--- config.mk ---
export PLATFORM = sky130hd
export DESIGN_NAME = fsq_core_quirks
export DESIGN_NICKNAME = d
export VERILOG_FILES = /design/src/shared/fsq_pkg.sv /design/src/verilog/fsq_map_check.sv /design/src/verilog/fsq_core_quirks.sv
export SDC_FILE = /design/constraint.sdc
export NUM_CORES = 1
export LEC_CHECK = 0
export BUFFER_PORTS_ARGS = -buffer_cell sky130_fd_sc_hd__buf_2
export CORE_MARGIN = 2
export CORE_UTILIZATION = 49
export DETAILED_ROUTE_END_ITERATION = 16
export GPL_TIMING_DRIVEN = 1
export PLACE_DENSITY = 0.8
export SYNTH_ARGS = -nofsm -noshare
export SYNTH_HDL_FRONTEND = slang
export SYNTH_SLANG_ARGS = --single-unit
--- constraint.sdc ---
create_clock -name I_CLK_SYS -period 2.4 [get_ports I_CLK_SYS]
set_input_delay 0.24 -clock I_CLK_SYS [delete_from_list [all_inputs] [get_ports I_CLK_SYS]]
set_output_delay 0.24 -clock I_CLK_SYS [all_outputs]
set_load 0.02 [all_outputs]
--- src/shared/fsq_pkg.sv ---
package fsq_pkg;

  localparam int ADDR_W = 20;
  localparam int WORD_W = 16;
  localparam int CNT_W  = 4;

  // Word after a jump that triggers the extra increment: 0X40h or 0X50h
  localparam logic [WORD_W-1:0] JUMP_QUIRK_MASK = 16'hF0FF;
  localparam logic [WORD_W-1:0] JUMP_QUIRK_PAT0 = 16'h0040;
  localparam logic [WORD_W-1:0] JUMP_QUIRK_PAT1 = 16'h0050;
  localparam logic [ADDR_W-1:0] JUMP_EXTRA_INC  = 20'h00002;

  // Stack pointer step of one restore, by operand width
  localparam logic [ADDR_W-1:0] STEP_ADDR_WIDTH = 20'h00004;
  localparam logic [ADDR_W-1:0] STEP_WORD_WIDTH = 20'h00002;

  // Bytes at the end of an isolated section hit by fetch anomaly
  localparam logic [ADDR_W-1:0] TAIL_DEBUG_BYTES = 20'h00008;
  localparam logic [ADDR_W-1:0] TAIL_FREE_BYTES  = 20'h00004;

  // Memory map: section 0 holds the stack and ends one below STACK_TOP
  localparam int NUM_SEC = 3;
  localparam logic [ADDR_W-1:0] SEC_BASE  [NUM_SEC] = '{20'h01C00, 20'h04400, 20'h10000};
  localparam logic [ADDR_W-1:0] SEC_LIMIT [NUM_SEC] = '{20'h023FF, 20'h0FFFF, 20'h13FFF};
  localparam logic [ADDR_W-1:0] STACK_TOP = 20'h02400;

  typedef enum logic [1:0] {RS_IDLE, RS_POP, RS_EXTRA} fsq_restore_type;

  // True when another section starts right after section idx
  function automatic logic has_section_above(input int idx);
    logic found;
    found = 1'b0;
    for (int j = 0; j < NUM_SEC; j++) begin
      if (SEC_BASE[j] == SEC_LIMIT[idx] + 20'h00001) begin
        found = 1'b1;
      end
    end
    return found;
  endfunction

  // Word pattern that corrupts the program counter after a jump
  function automatic logic is_jump_quirk(input logic [WORD_W-1:0] word);
    return ((word & JUMP_QUIRK_MASK) == JUMP_QUIRK_PAT0) ||
           ((word & JUMP_QUIRK_MASK) == JUMP_QUIRK_PAT1);
  endfunction

endpackage

--- src/verilog/fsq_map_check.sv ---
`timescale 1ns/1ps
module fsq_map_check (
  input  wire logic                       i_clk,
  input  wire logic                       i_rst_n,
  input  wire logic [fsq_pkg::ADDR_W-1:0] i_addr,
  input  wire logic                       i_debug,
  output logic                            o_mapped,
  output logic                            o_in_tail
);
  import fsq_pkg::*;

  logic [ADDR_W-1:0] tail_len;

  // Breakpoint debugging widens the affected tail from four to eight bytes
  assign tail_len = i_debug ? TAIL_DEBUG_BYTES : TAIL_FREE_BYTES;

  // Section lookup; only sections with nothing directly above have a tail
  always_comb begin
    o_mapped  = 1'b0;
    o_in_tail = 1'b0;
    for (int i = 0; i < NUM_SEC; i++) begin
      if (i_addr >= SEC_BASE[i] && i_addr <= SEC_LIMIT[i]) begin
        o_mapped = 1'b1;
        if (!has_section_above(i) && (SEC_LIMIT[i] - i_addr) < tail_len) begin
          o_in_tail = 1'b1;
        end
      end
    end
  end
endmodule

--- src/verilog/fsq_core_quirks.sv ---
`timescale 1ns/1ps
module fsq_core_quirks (
  input  wire logic                        I_CLK_SYS,
  input  wire logic                        I_RESET_N,
  input  wire logic                        I_JUMP_TAKEN,
  input  wire logic [fsq_pkg::ADDR_W-1:0]  I_JUMP_TARGET,
  input  wire logic [fsq_pkg::WORD_W-1:0]  I_NEXT_WORD,
  input  wire logic                        I_RESTORE_START,
  input  wire logic [fsq_pkg::CNT_W-1:0]   I_RESTORE_COUNT,
  input  wire logic                        I_RESTORE_ADDR_WIDTH,
  input  wire logic [fsq_pkg::ADDR_W-1:0]  I_SP_INIT,
  input  wire logic                        I_FETCH_VALID,
  input  wire logic [fsq_pkg::ADDR_W-1:0]  I_FETCH_ADDR,
  input  wire logic                        I_FETCH_PC_MODIFY,
  input  wire logic                        I_DEBUG_MODE,
  input  wire logic                        I_DATA_ACCESS,
  input  wire logic [fsq_pkg::ADDR_W-1:0]  I_DATA_ADDR,
  input  wire logic                        I_VACANT_ACCESS_IRQ_ENABLE,
  input  wire logic                        I_VACANT_ACCESS_FLAG_CLEAR,
  output logic      [fsq_pkg::ADDR_W-1:0]  O_PC,
  output logic                             O_PC_VALID,
  output logic                             O_STACK_READ,
  output logic      [fsq_pkg::ADDR_W-1:0]  O_STACK_READ_ADDR,
  output logic                             O_STACK_READ_EXTRA,
  output logic      [fsq_pkg::ADDR_W-1:0]  O_SP,
  output logic                             O_RESTORE_BUSY,
  output logic                             O_VACANT_ACCESS_FLAG,
  output logic                             O_VACANT_IRQ
);
  import fsq_pkg::*;

  logic [1:0]        rst_sync;
  logic              rst_n;
  fsq_restore_type   restore_state;
  logic [CNT_W-1:0]  remaining;
  logic              addr_width;
  logic [ADDR_W-1:0] step;
  logic              extra_mapped;
  logic              fetch_mapped;
  logic              fetch_in_tail;
  logic              data_mapped;
  logic              vacant_event;

  // Reset released through two flops so no flop leaves reset mid-edge
  always_ff @(posedge I_CLK_SYS or negedge I_RESET_N) begin
    if (!I_RESET_N) begin
      rst_sync <= 2'h0;
    end else begin
      rst_sync <= {rst_sync[0], 1'b1};
    end
  end
  assign rst_n = rst_sync[1];

  // Jump resolution, including the stray increment of two
  always_ff @(posedge I_CLK_SYS or negedge rst_n) begin
    if (!rst_n) begin
      O_PC       <= 20'h00000;
      O_PC_VALID <= 1'b0;
    end else begin
      O_PC_VALID <= I_JUMP_TAKEN;
      if (I_JUMP_TAKEN) begin
        if (is_jump_quirk(I_NEXT_WORD)) begin
          O_PC <= I_JUMP_TARGET + JUMP_EXTRA_INC;
        end else begin
          O_PC <= I_JUMP_TARGET;
        end
      end
    end
  end

  assign step = addr_width ? STEP_ADDR_WIDTH : STEP_WORD_WIDTH;

  // Restore sequencer; a zero count is ignored, starts while busy are dropped
  always_ff @(posedge I_CLK_SYS or negedge rst_n) begin
    if (!rst_n) begin
      restore_state      <= RS_IDLE;
      remaining          <= 4'h0;
      addr_width         <= 1'b0;
      O_SP               <= 20'h00000;
      O_STACK_READ       <= 1'b0;
      O_STACK_READ_ADDR  <= 20'h00000;
      O_STACK_READ_EXTRA <= 1'b0;
    end else begin
      O_STACK_READ       <= 1'b0;
      O_STACK_READ_EXTRA <= 1'b0;
      case (restore_state)
        RS_IDLE: begin
          if (I_RESTORE_START && I_RESTORE_COUNT != 4'h0) begin
            O_SP          <= I_SP_INIT;
            remaining     <= I_RESTORE_COUNT;
            addr_width    <= I_RESTORE_ADDR_WIDTH;
            restore_state <= RS_POP;
          end
        end
        RS_POP: begin
          O_STACK_READ      <= 1'b1;
          O_STACK_READ_ADDR <= O_SP;
          O_SP              <= O_SP + step;
          remaining         <= remaining - 4'h1;
          if (remaining == 4'h1) begin
            restore_state <= RS_EXTRA;
          end
        end
        RS_EXTRA: begin
          // Unwanted read at the already incremented pointer
          O_STACK_READ       <= 1'b1;
          O_STACK_READ_ADDR  <= O_SP;
          O_STACK_READ_EXTRA <= 1'b1;
          restore_state      <= RS_IDLE;
        end
        default: begin
          restore_state <= RS_IDLE;
        end
      endcase
    end
  end

  assign O_RESTORE_BUSY = (restore_state != RS_IDLE);

  // Stack read address only leaves the map once it reaches the stack top
  fsq_map_check u_stack_map (
    .i_clk     (I_CLK_SYS),
    .i_rst_n   (rst_n),
    .i_addr    (O_STACK_READ_ADDR),
    .i_debug   (I_DEBUG_MODE),
    .o_mapped  (extra_mapped),
    .o_in_tail ()
  );

  fsq_map_check u_fetch_map (
    .i_clk     (I_CLK_SYS),
    .i_rst_n   (rst_n),
    .i_addr    (I_FETCH_ADDR),
    .i_debug   (I_DEBUG_MODE),
    .o_mapped  (fetch_mapped),
    .o_in_tail (fetch_in_tail)
  );

  fsq_map_check u_data_map (
    .i_clk     (I_CLK_SYS),
    .i_rst_n   (rst_n),
    .i_addr    (I_DATA_ADDR),
    .i_debug   (I_DEBUG_MODE),
    .o_mapped  (data_mapped),
    .o_in_tail ()
  );

  // All vacant-access sources; the stack and fetch ones are the anomalies
  assign vacant_event = (O_STACK_READ && !extra_mapped) ||
                        (I_FETCH_VALID && (!fetch_mapped || (I_FETCH_PC_MODIFY && fetch_in_tail))) ||
                        (I_DATA_ACCESS && !data_mapped);

  // Sticky flag; a new event beats a clear in the same cycle
  always_ff @(posedge I_CLK_SYS or negedge rst_n) begin
    if (!rst_n) begin
      O_VACANT_ACCESS_FLAG <= 1'b0;
    end else if (vacant_event) begin
      O_VACANT_ACCESS_FLAG <= 1'b1;
    end else if (I_VACANT_ACCESS_FLAG_CLEAR) begin
      O_VACANT_ACCESS_FLAG <= 1'b0;
    end
  end

  // Level request, held while flag and enable are both set
  assign O_VACANT_IRQ = O_VACANT_ACCESS_FLAG && I_VACANT_ACCESS_IRQ_ENABLE;
endmodule

==> results of run 1 <==
==> per-stage QoR <==
step                      hold WS (ps)  setup slack [ps]
after CTS                          104              10.5
after floorplan                  -55.6              62.9
after global placement            27.2               156
after detailed placement          28.6              32.0
final                              122               160
after global routing               103              23.9
==> cell type report <==
| cell class | count | share of cell area [%] |
|---|---|---|
| clock buffers | 12 | 2.84 |
| well taps | 108 | 2.47 |
| inverters | 25 | 1.72 |
| clock inverters | 3 | 0.320 |
| multi-input cells | 345 | 43.0 |
| flip-flops and latches | 73 | 33.4 |
| repair buffers | 171 | 16.2 |
==> power by group <==
group | leakage, nW | switching, mW | internal, mW
Sequential | 0.823 | 0.503 | 1.67
Clock | 0.0882 | 0.450 | 0.423
Combinational | 1.52 | 1.90 | 1.30
Total | 2.43 | 2.85 | 3.39
==> flip-flops by register name, summed over array words and instances, names as in the netlist <==
register	flops
O_PC	20
O_PC_VALID	1
O_SP	20
O_STACK_READ	1
O_STACK_READ_ADDR	20
O_STACK_READ_EXTRA	1
O_VACANT_ACCESS_FLAG	1
addr_width	1
remaining	4
restore_state	2
rst_sync	2
==> logic make-up after synthesis <==
logic type               count (synthesis)
adder cells (fa/ha/maj)                 10
XOR/XNOR                                 3
buffers and inverters                   50
multiplexers                            24
AND/OR/NAND/NOR                        178
other                                    1
flip-flops                              73
AO/OA/AOI/OAI                          129
==> layer usage <==
metal  vias up  global-route usage [%]
met4         2                    7.48
li1       2086                       -
met2       173                    38.8
met5         -                       0
met3        14                    6.67
met1      2004                    31.5
==> synth_stat cells (4+ instances only) <==
library cell                n  area, um2
sky130_fd_sc_hd__a211oi_1   6       45.0
sky130_fd_sc_hd__a21o_1     4       30.0
sky130_fd_sc_hd__a21oi_1   19       95.1
sky130_fd_sc_hd__a311oi_1   8       70.1
sky130_fd_sc_hd__a31oi_1   23        144
sky130_fd_sc_hd__and3_1     5       31.3
sky130_fd_sc_hd__and4_1     9       78.8
sky130_fd_sc_hd__buf_2      6       30.0
sky130_fd_sc_hd__clkbuf_1  13       48.8
sky130_fd_sc_hd__dfrtp_1   73       1830
sky130_fd_sc_hd__ha_1       9        113
sky130_fd_sc_hd__inv_1     23       86.3
sky130_fd_sc_hd__mux2_2    22        248
sky130_fd_sc_hd__nand2_1   29        109
sky130_fd_sc_hd__nand2b_1   4       25.0
sky130_fd_sc_hd__nand3_1   13       65.1
sky130_fd_sc_hd__nand4_1    9       56.3
sky130_fd_sc_hd__nor2_1    43        161
sky130_fd_sc_hd__nor3_1    16       80.1
sky130_fd_sc_hd__nor4_1     9       56.3
sky130_fd_sc_hd__o21ai_0   21        105
sky130_fd_sc_hd__o21ai_1    5       25.0
sky130_fd_sc_hd__o22ai_1    8       50.1
sky130_fd_sc_hd__o31ai_1    7       52.6
sky130_fd_sc_hd__or3_1     10       62.6
sky130_fd_sc_hd__or4_1      8       60.1
==> layout by cell type, fill, tap and decap left out, types with 8 or more instances in the layout <==
cell | synthesis | routed
sky130_fd_sc_hd__nor3_1 | 16 | 16
sky130_fd_sc_hd__a31oi_1 | 23 | 23
sky130_fd_sc_hd__or3_1 | 10 | 10
sky130_fd_sc_hd__dfrtp_1 | 73 | 72
sky130_fd_sc_hd__buf_4 | 0 | 11
sky130_fd_sc_hd__clkbuf_8 | 2 | 11
sky130_fd_sc_hd__nand4_1 | 9 | 9
sky130_fd_sc_hd__and4_1 | 9 | 9
sky130_fd_sc_hd__buf_2 | 6 | 159
sky130_fd_sc_hd__ha_1 | 9 | 8
sky130_fd_sc_hd__a311oi_1 | 8 | 8
sky130_fd_sc_hd__o22ai_1 | 8 | 8
sky130_fd_sc_hd__a21oi_1 | 19 | 19
sky130_fd_sc_hd__mux2_2 | 22 | 22
sky130_fd_sc_hd__nor2_1 | 43 | 43
sky130_fd_sc_hd__inv_1 | 23 | 22
sky130_fd_sc_hd__nand2_1 | 29 | 29
sky130_fd_sc_hd__o21ai_0 | 21 | 21
sky130_fd_sc_hd__nand3_1 | 13 | 13
sky130_fd_sc_hd__nor4_1 | 9 | 9
==> worst min path at each step <==
stage,start,to,cells after the start
4_1_cts,I_FETCH_VALID,O_VACANT_ACCESS_FLAG,2
5_1_grt,I_FETCH_VALID,O_VACANT_ACCESS_FLAG,2
3_5_place_dp,I_RESET_N,rst_sync[0],1
2_1_floorplan,I_RESET_N,rst_sync[0],0
6_report,I_FETCH_VALID,O_VACANT_ACCESS_FLAG,2
3_3_place_gp,I_RESET_N,rst_sync[0],1
==> worst max-delay path, cell delays in order (launching register included) <==
cell and delay (ps):
sky130_fd_sc_hd__dfrtp_1 410, sky130_fd_sc_hd__inv_2 90, sky130_fd_sc_hd__ha_2 200, sky130_fd_sc_hd__inv_1 60, sky130_fd_sc_hd__fa_2 360, sky130_fd_sc_hd__nand4b_1 200, sky130_fd_sc_hd__or4_4 450, sky130_fd_sc_hd__o32ai_2 260
sky130_fd_sc_hd__a311oi_1 80
==> what timing repair did <==
item / 4_1_cts / 5_1_grt
buffers inserted: 0 / 0
resized for setup: 0 / 5
endpoints found under the setup margin: 0 / 5
endpoints found under the hold margin: 2 / 0
hold buffers: 1 / 0
==> results summary, run 1 <==
The critical path class is flop to flop. In this run the deepest clock path goes through 2 buffers. Compared with the post-synthesis result, the final layout area differs by 24.3%. When the netlist entered floorplanning its net count stood at 589. For this run, the total global-route usage over all layers was measured as 24.0%. The synthesized design contains 0 enable-type register cells. The total die area came out at 0.00975 mm2. The number of filler cells placed in the layout is 767. The DRC violations left came out at 0. In the detailed route, the total length drawn on met2 is 5820 um. The fraction of synthesized area in multiplexers is 6.08%. The x dimension of the die is ~99 um.

The remaining antenna violation count after routing came out at 0. The CTS tree is built. The count of buffers added on input and output ports is 159. The final net count is 746. The final non-filler cell area came out at 0.00547 mm2. The cell area after placement is 0.00527 mm2.

The number of max-cap violations is 0. The wire length of the first global-routing pass is approximately 19,000 um. The latest clock arrival within the worst-skew pair is roughly 350 ps. The peak supply drop is between 400 and 500 uV. The via count of the first global-routing pass came out at 4,035. The number of distinct library cells after synthesis is 67. Across the routed clock network, the largest skew measured is 9.22 ps. The total half-perimeter wirelength after legalization and detailed placement came out at approximately 8700 um. At the pin with the least slew margin, the transition time is 680 ps. STA puts the critical path data required time at between 2000 and 3000 ps. The number of standard cells in the layout, taps in and fillers out is between 700 and 800. In the detailed route, the total length drawn on met3 is slightly below 1000 um.

The shortest period the worst path allows came out at 2240 ps. In this run the critical register-to-register path is captured at O_SP[13]. The worst reg2reg path depth is 8. The overall power came out at ~6.2 mW. The critical-path maximum fanout is 4. The number of antenna violations at the first check in global routing is 1. For this design the static power due to leakage is 2.43 nW.

The routed wire length per instance came out at 16.1 um. The number of hold-slack violations in the final timing report is 0. In this run the worst hold path is classified as input pin to flop.

Clock-pin slew was measured on the worst setup and hold paths at 80 ps. The number of synthesized register bits is 73. The first-pass detailed-route iteration total is 4. The async set-or-reset flop fraction in the synthesized netlist came out at 100%. The worst slew slack as a fraction of its limit is 54.6%. The portion of the post-synthesis area used by sequential elements is 41.5%. The routability-driven placement congestion ratio is a little under 0.9. The number of violations reported at the end of detailed-routing iteration 0 is 243. The total inserted antenna cells is 0. The final critical-path share of the clock period is 93.3%. The setup total negative slack is 0 ps. For this run the aggregate overflow at the end of global routing stands at 0.

In the synthesized netlist the dominant register cell turns out to be sky130_fd_sc_hd__dfrtp_1. The total via count in the routed design came out at 4,279. In this run, placement finished with an instance count of 721.

After floorplanning, the core was sized to cover 0.00872 mm2. The final layout contains routed wiring with a total length of approximately 12,000 um. The simple-gate share of the synthesized area came out at 22.9%. The arithmetic-cell share of the synthesized area counting full adders, half adders and majority gates came out at 3.01%.

The layout cell share with drive strength beyond 1 came out at between 30% and 40%. The count of final setup violators came out at 0. The overall die height came out at between 90 and 100 um. The critical path ends at O_SP[13]. The source of the critical timing path is addr_width.

Row generation in the floorplan step produced 34 rows. The critical path data arrival time is between 2000 and 2500 ps. The number of sinks driven by the clock tree came out at 73.

The mean instance size in the synthesized netlist is ~9.4 um2. The mapped cell area is 0.00440 mm2. The highest achievable clock rate is 0.446 GHz. The power density over cell area came out at 1140 mW/mm2. The flow ran to the end, and the final reports show no timing, DRC or antenna violations. The setup check on the worst reg-to-reg path leaves a slack of 160 ps.

The startpoint identified for the worst register-to-register timing path is addr_width. The total area of sequential cells is ~0.0018 mm2. Cells fill 62.7% of the core in the end. STA classifies the critical path startpoint as a flop.

The starting density of the core came out at between 50% and 60%. The number of synthesis warnings is 0. The buffer cell driving the clock tree root is sky130_fd_sc_hd__clkbuf_8. The cell count after synthesis is 468. The met1 wire length is 4970 um. The parity-gate share of the synthesized area counting xor and xnor cells is 0.597%. After detailed routing, no signal wire sits above met5. The area of the multi-input gates came out at approximately 0.0023 mm2. Setup repair after global routing left no endpoint under its margin.

The number of ports placed on the die boundary is approximately 180. The max-slew violation count came to 0. After synthesis, the largest family of logic cells by area is simple AND/OR/NAND/NOR gates.

Using the TritonRoute via totals, the vias-per-cell ratio works out to 5.81. Summing the areas of all compound-gate instances in the mapped netlist gives 20.3% of the synthesized area. The worst setup path is captured at a flop. The maximum level of the CTS H-tree is 3.

Entering global routing, the biggest net connects a little over 40 pins. The number of CTS-inserted buffers is 9.
(Power assumes the default switching activity.)
==> run 2: changes to the inputs <==
Settings changed: BUFFER_PORTS_ARGS -buffer_cell sky130_fd_sc_hd__buf_2 to not set, CORE_UTILIZATION 49 to 50, DONT_BUFFER_PORTS set to 1, PLACE_DENSITY 0.8 to 0.64.
==> run 2 against run 1 <==
Compared with the run above: global-route usage down 0.47 points; largest cell class unchanged; fmax down 0.79%; final area down 12%; total power down 1.0%; register-to-register slack worse by 20 ps; non-clock buffer count down 147; highest routed layer is now met4; count of clock-buffer cells in the layout down 3; cell count down 20%; setup slack worse by 18 ps; critical path type unchanged; routed wire length down 4.6%.
==> results summary, run 2 (synthesized netlist as in run 1, its figures left out) <==
The flow ran to the end, and the final reports show no timing, DRC or antenna violations. The number of ports placed on the die boundary came out at approximately 180. The number of violations reported at the end of detailed-routing iteration 0 is 192. The utilization after layout came out at 55.7%.

The number of sinks driven by the clock tree is 73. The worst setup slack after placement is 49.6 ps. After legalization and detailed placement, the total HPWL measured 7910 um. The routed wire length per instance is 19.1 um. Global routing used about a quarter of the available tracks across all layers. After detailed routing, the number of remaining DRC violations is 0. The number of buffer and inverter instances along the worst setup path came out at 2. The count of final setup violators came out at 0. The number of hold-slack violations in the final timing report came to 0. The number of antenna violations at the first check in global routing came out at 0. The slowest stage of the critical path belongs to the cell sky130_fd_sc_hd__or4_4. The startpoint of the most critical register-to-register path is addr_width. The pin count of the biggest net entering global routing came out at 72. The total number of cells along the worst setup path came out at 8.

The analysis attributes to cell leakage a power of 1.89 nW. The largest registers in the layout are O_PC x20, O_SP x20, O_STACK_READ_ADDR x20. The congestion estimate from routability-driven global placement came to 0.869. The first-pass detailed-route iteration total came out at 4. Setup repair after global routing left no endpoint under its margin. The worst hold margin is 17.3 ps. The deepest clock path buffer count is 2. For this run, the slowest stage of the critical path takes about 460 ps. The total die area came out at 0.00957 mm2.

In the routed layout, each cell is associated on average with a via count of 6.27. The root buffer cell chosen for the clock tree is sky130_fd_sc_hd__clkbuf_8. The row count came out at 34. The critical-path maximum fanout came out at 4.

The net count of the finished layout is 599. The highest achievable clock rate came out at 0.443 GHz. The setup total negative slack came out at 0 ps. The minimum setup slack in the final design is 142 ps. The slew at the pin closest to its max-slew limit came out at 928 ps. The wire length of the first global-routing pass came out at between 15,000 and 20,000 um. The remaining antenna violation count after routing came out at 0. The worst-case IR drop observed on VDD is between 500 and 600 uV. The number of standard cells in the layout, taps in and fillers out came out at slightly below 600. The number of placed instances, taps included is 572. The sum of routed wire length over all layers came out at approximately 11,000 um. The launching element type of the critical path is a flop. The via count of the first global-routing pass is approximately 3,600.

The total via count in the routed design is 3,707. The max-slew violation count is 0. The slack of the worst reg-to-reg path is 140 ps. The later pin in the worst-skew pair is clocked with a latency of 350 ps. The path class of the tightest hold or removal check is input pin to flop. The relative area change from synthesis to final layout is 9.35%. The layout cell share with drive strength beyond 1 is 16.4%. TritonCTS built the clock tree. The worst reg2reg path depth is 8. The tool flagged a number of max-cap violations equal to 0.

The overall die height is 97.8 um. The global route total overflow came out at 0. Tracing the worst setup path back leads to its startpoint at addr_width.

The worst register-to-register path ends at O_SP[13]. The clock transition at the registers of the reported paths is 80 ps. Grouping stages by cell kind, the critical path spends the most delay in simple AND/OR/NAND/NOR gates.

0 antenna diodes ended up in the layout. The clock tree skew after final layout is 8.60 ps. In this run, CTS created clock tree buffers numbering 9.

The power density over cell area came out at 1280 mW/mm2. The shortest period the worst path allows is 2260 ps. The number of I/O port buffers is 0. The critical path class is flop to flop. STA classifies the critical path endpoint as a flop. The library cells used most frequently in the layout, excluding fill and tap cells, are sky130_fd_sc_hd__dfrtp_1 (72), sky130_fd_sc_hd__nor2_1 (43), sky130_fd_sc_hd__nand2_1 (29).

The required time at the endpoint of the critical path came out at 2600 ps. The starting density of the core came out at 51.0%. The area of the core region came out at 0.00864 mm2. The critical path goes through inv_2 > ha_2 > inv_1 > fa_2 > nand4b_1 > or4_4 > o32ai_2 > a311oi_1. The final critical-path share of the clock period is 94.1%. The worst slew slack as a fraction of its limit came out at between 30% and 40%. The x dimension of the die is 97.8 um. For the worst setup path, the data arrival time is 2460 ps. The maximum level of the CTS H-tree is 3.

The critical path ends at O_SP[13]. The library cell used most frequently in the layout, excluding fill and tap cells, is sky130_fd_sc_hd__dfrtp_1.
[run 2: cell types whose count changed in the layout (fill, tap and decap cells not counted), sizes merged]
cell and change:
bufinv +2, clkinvlp +1, buf -148, clkbuf -3, dlygate4sd3 +1, inv +1
[run 2: worst reg2reg max path, cell delays in order (launching register included)]
cell,delay [ps]
sky130_fd_sc_hd__dfrtp_1,400
sky130_fd_sc_hd__inv_2,80
sky130_fd_sc_hd__ha_2,180
sky130_fd_sc_hd__inv_1,50
sky130_fd_sc_hd__fa_2,370
sky130_fd_sc_hd__nand4b_1,220
sky130_fd_sc_hd__or4_4,460
sky130_fd_sc_hd__o32ai_2,280
sky130_fd_sc_hd__a311oi_1,90
[run 2: where the power goes]
group          switching [mW]  internal (mW)
Combinational            1.49           1.13
Sequential              0.828           1.67
Clock                   0.488          0.585
[run 2: layout make-up]
| cell class | instances | area, um2 |
|---|---|---|
| fill | 766 | 3820 |
| multi-input combinational | 345 | 2350 |
| sequential | 73 | 1830 |
| timing repair buffer | 24 | 185 |
| tap | 108 | 135 |
| clock buffer | 9 | 124 |
| clock inverter | 7 | 93.8 |
| inverter | 25 | 93.8 |
[run 2: per-layer routing]
| layer | track usage (%) | up-vias | share of wire (%) |
|---|---|---|---|
| li1 | - | 1801 | - |
| met1 | 31.2 | 1741 | 43 |
| met2 | 37.5 | 147 | 47 |
| met3 | 6.44 | 18 | 8.6 |
| met4 | 8.33 | 0 | 1.8 |
| met5 | 0 | - | 0 |
[run 2: worst min path at each step]
stage	start	to	slack, ps	cells past startpoint
finish	I_FETCH_VALID	O_VACANT_ACCESS_FLAG	20	1
floorplan	I_RESET_N	rst_sync[0]	-60	0
CTS	I_FETCH_VALID	O_VACANT_ACCESS_FLAG	5	1
global route	I_FETCH_VALID	O_VACANT_ACCESS_FLAG	3	1
detailed placement	I_RESET_N	rst_sync[0]	-60	0
global placement	I_RESET_N	rst_sync[0]	-60	0
[run 2: timing repair]
action                                  4_1_cts  5_1_grt
hold endpoints to repair                     21        0
hold buffers                                  2        0
resized for setup                             0        5
endpoints found under the setup margin        0        4
setup buffers                                 0        1
[run 2: per-stage QoR]
stage | instance area [um2] | power (mW)
floorplan | 4400 | 4.32
global placement | 4550 | 4.99
detailed placement | 4550 | 5.08
CTS | 4790 | 6.18
global route | 4810 | 6.63
finish | 4810 | 6.18
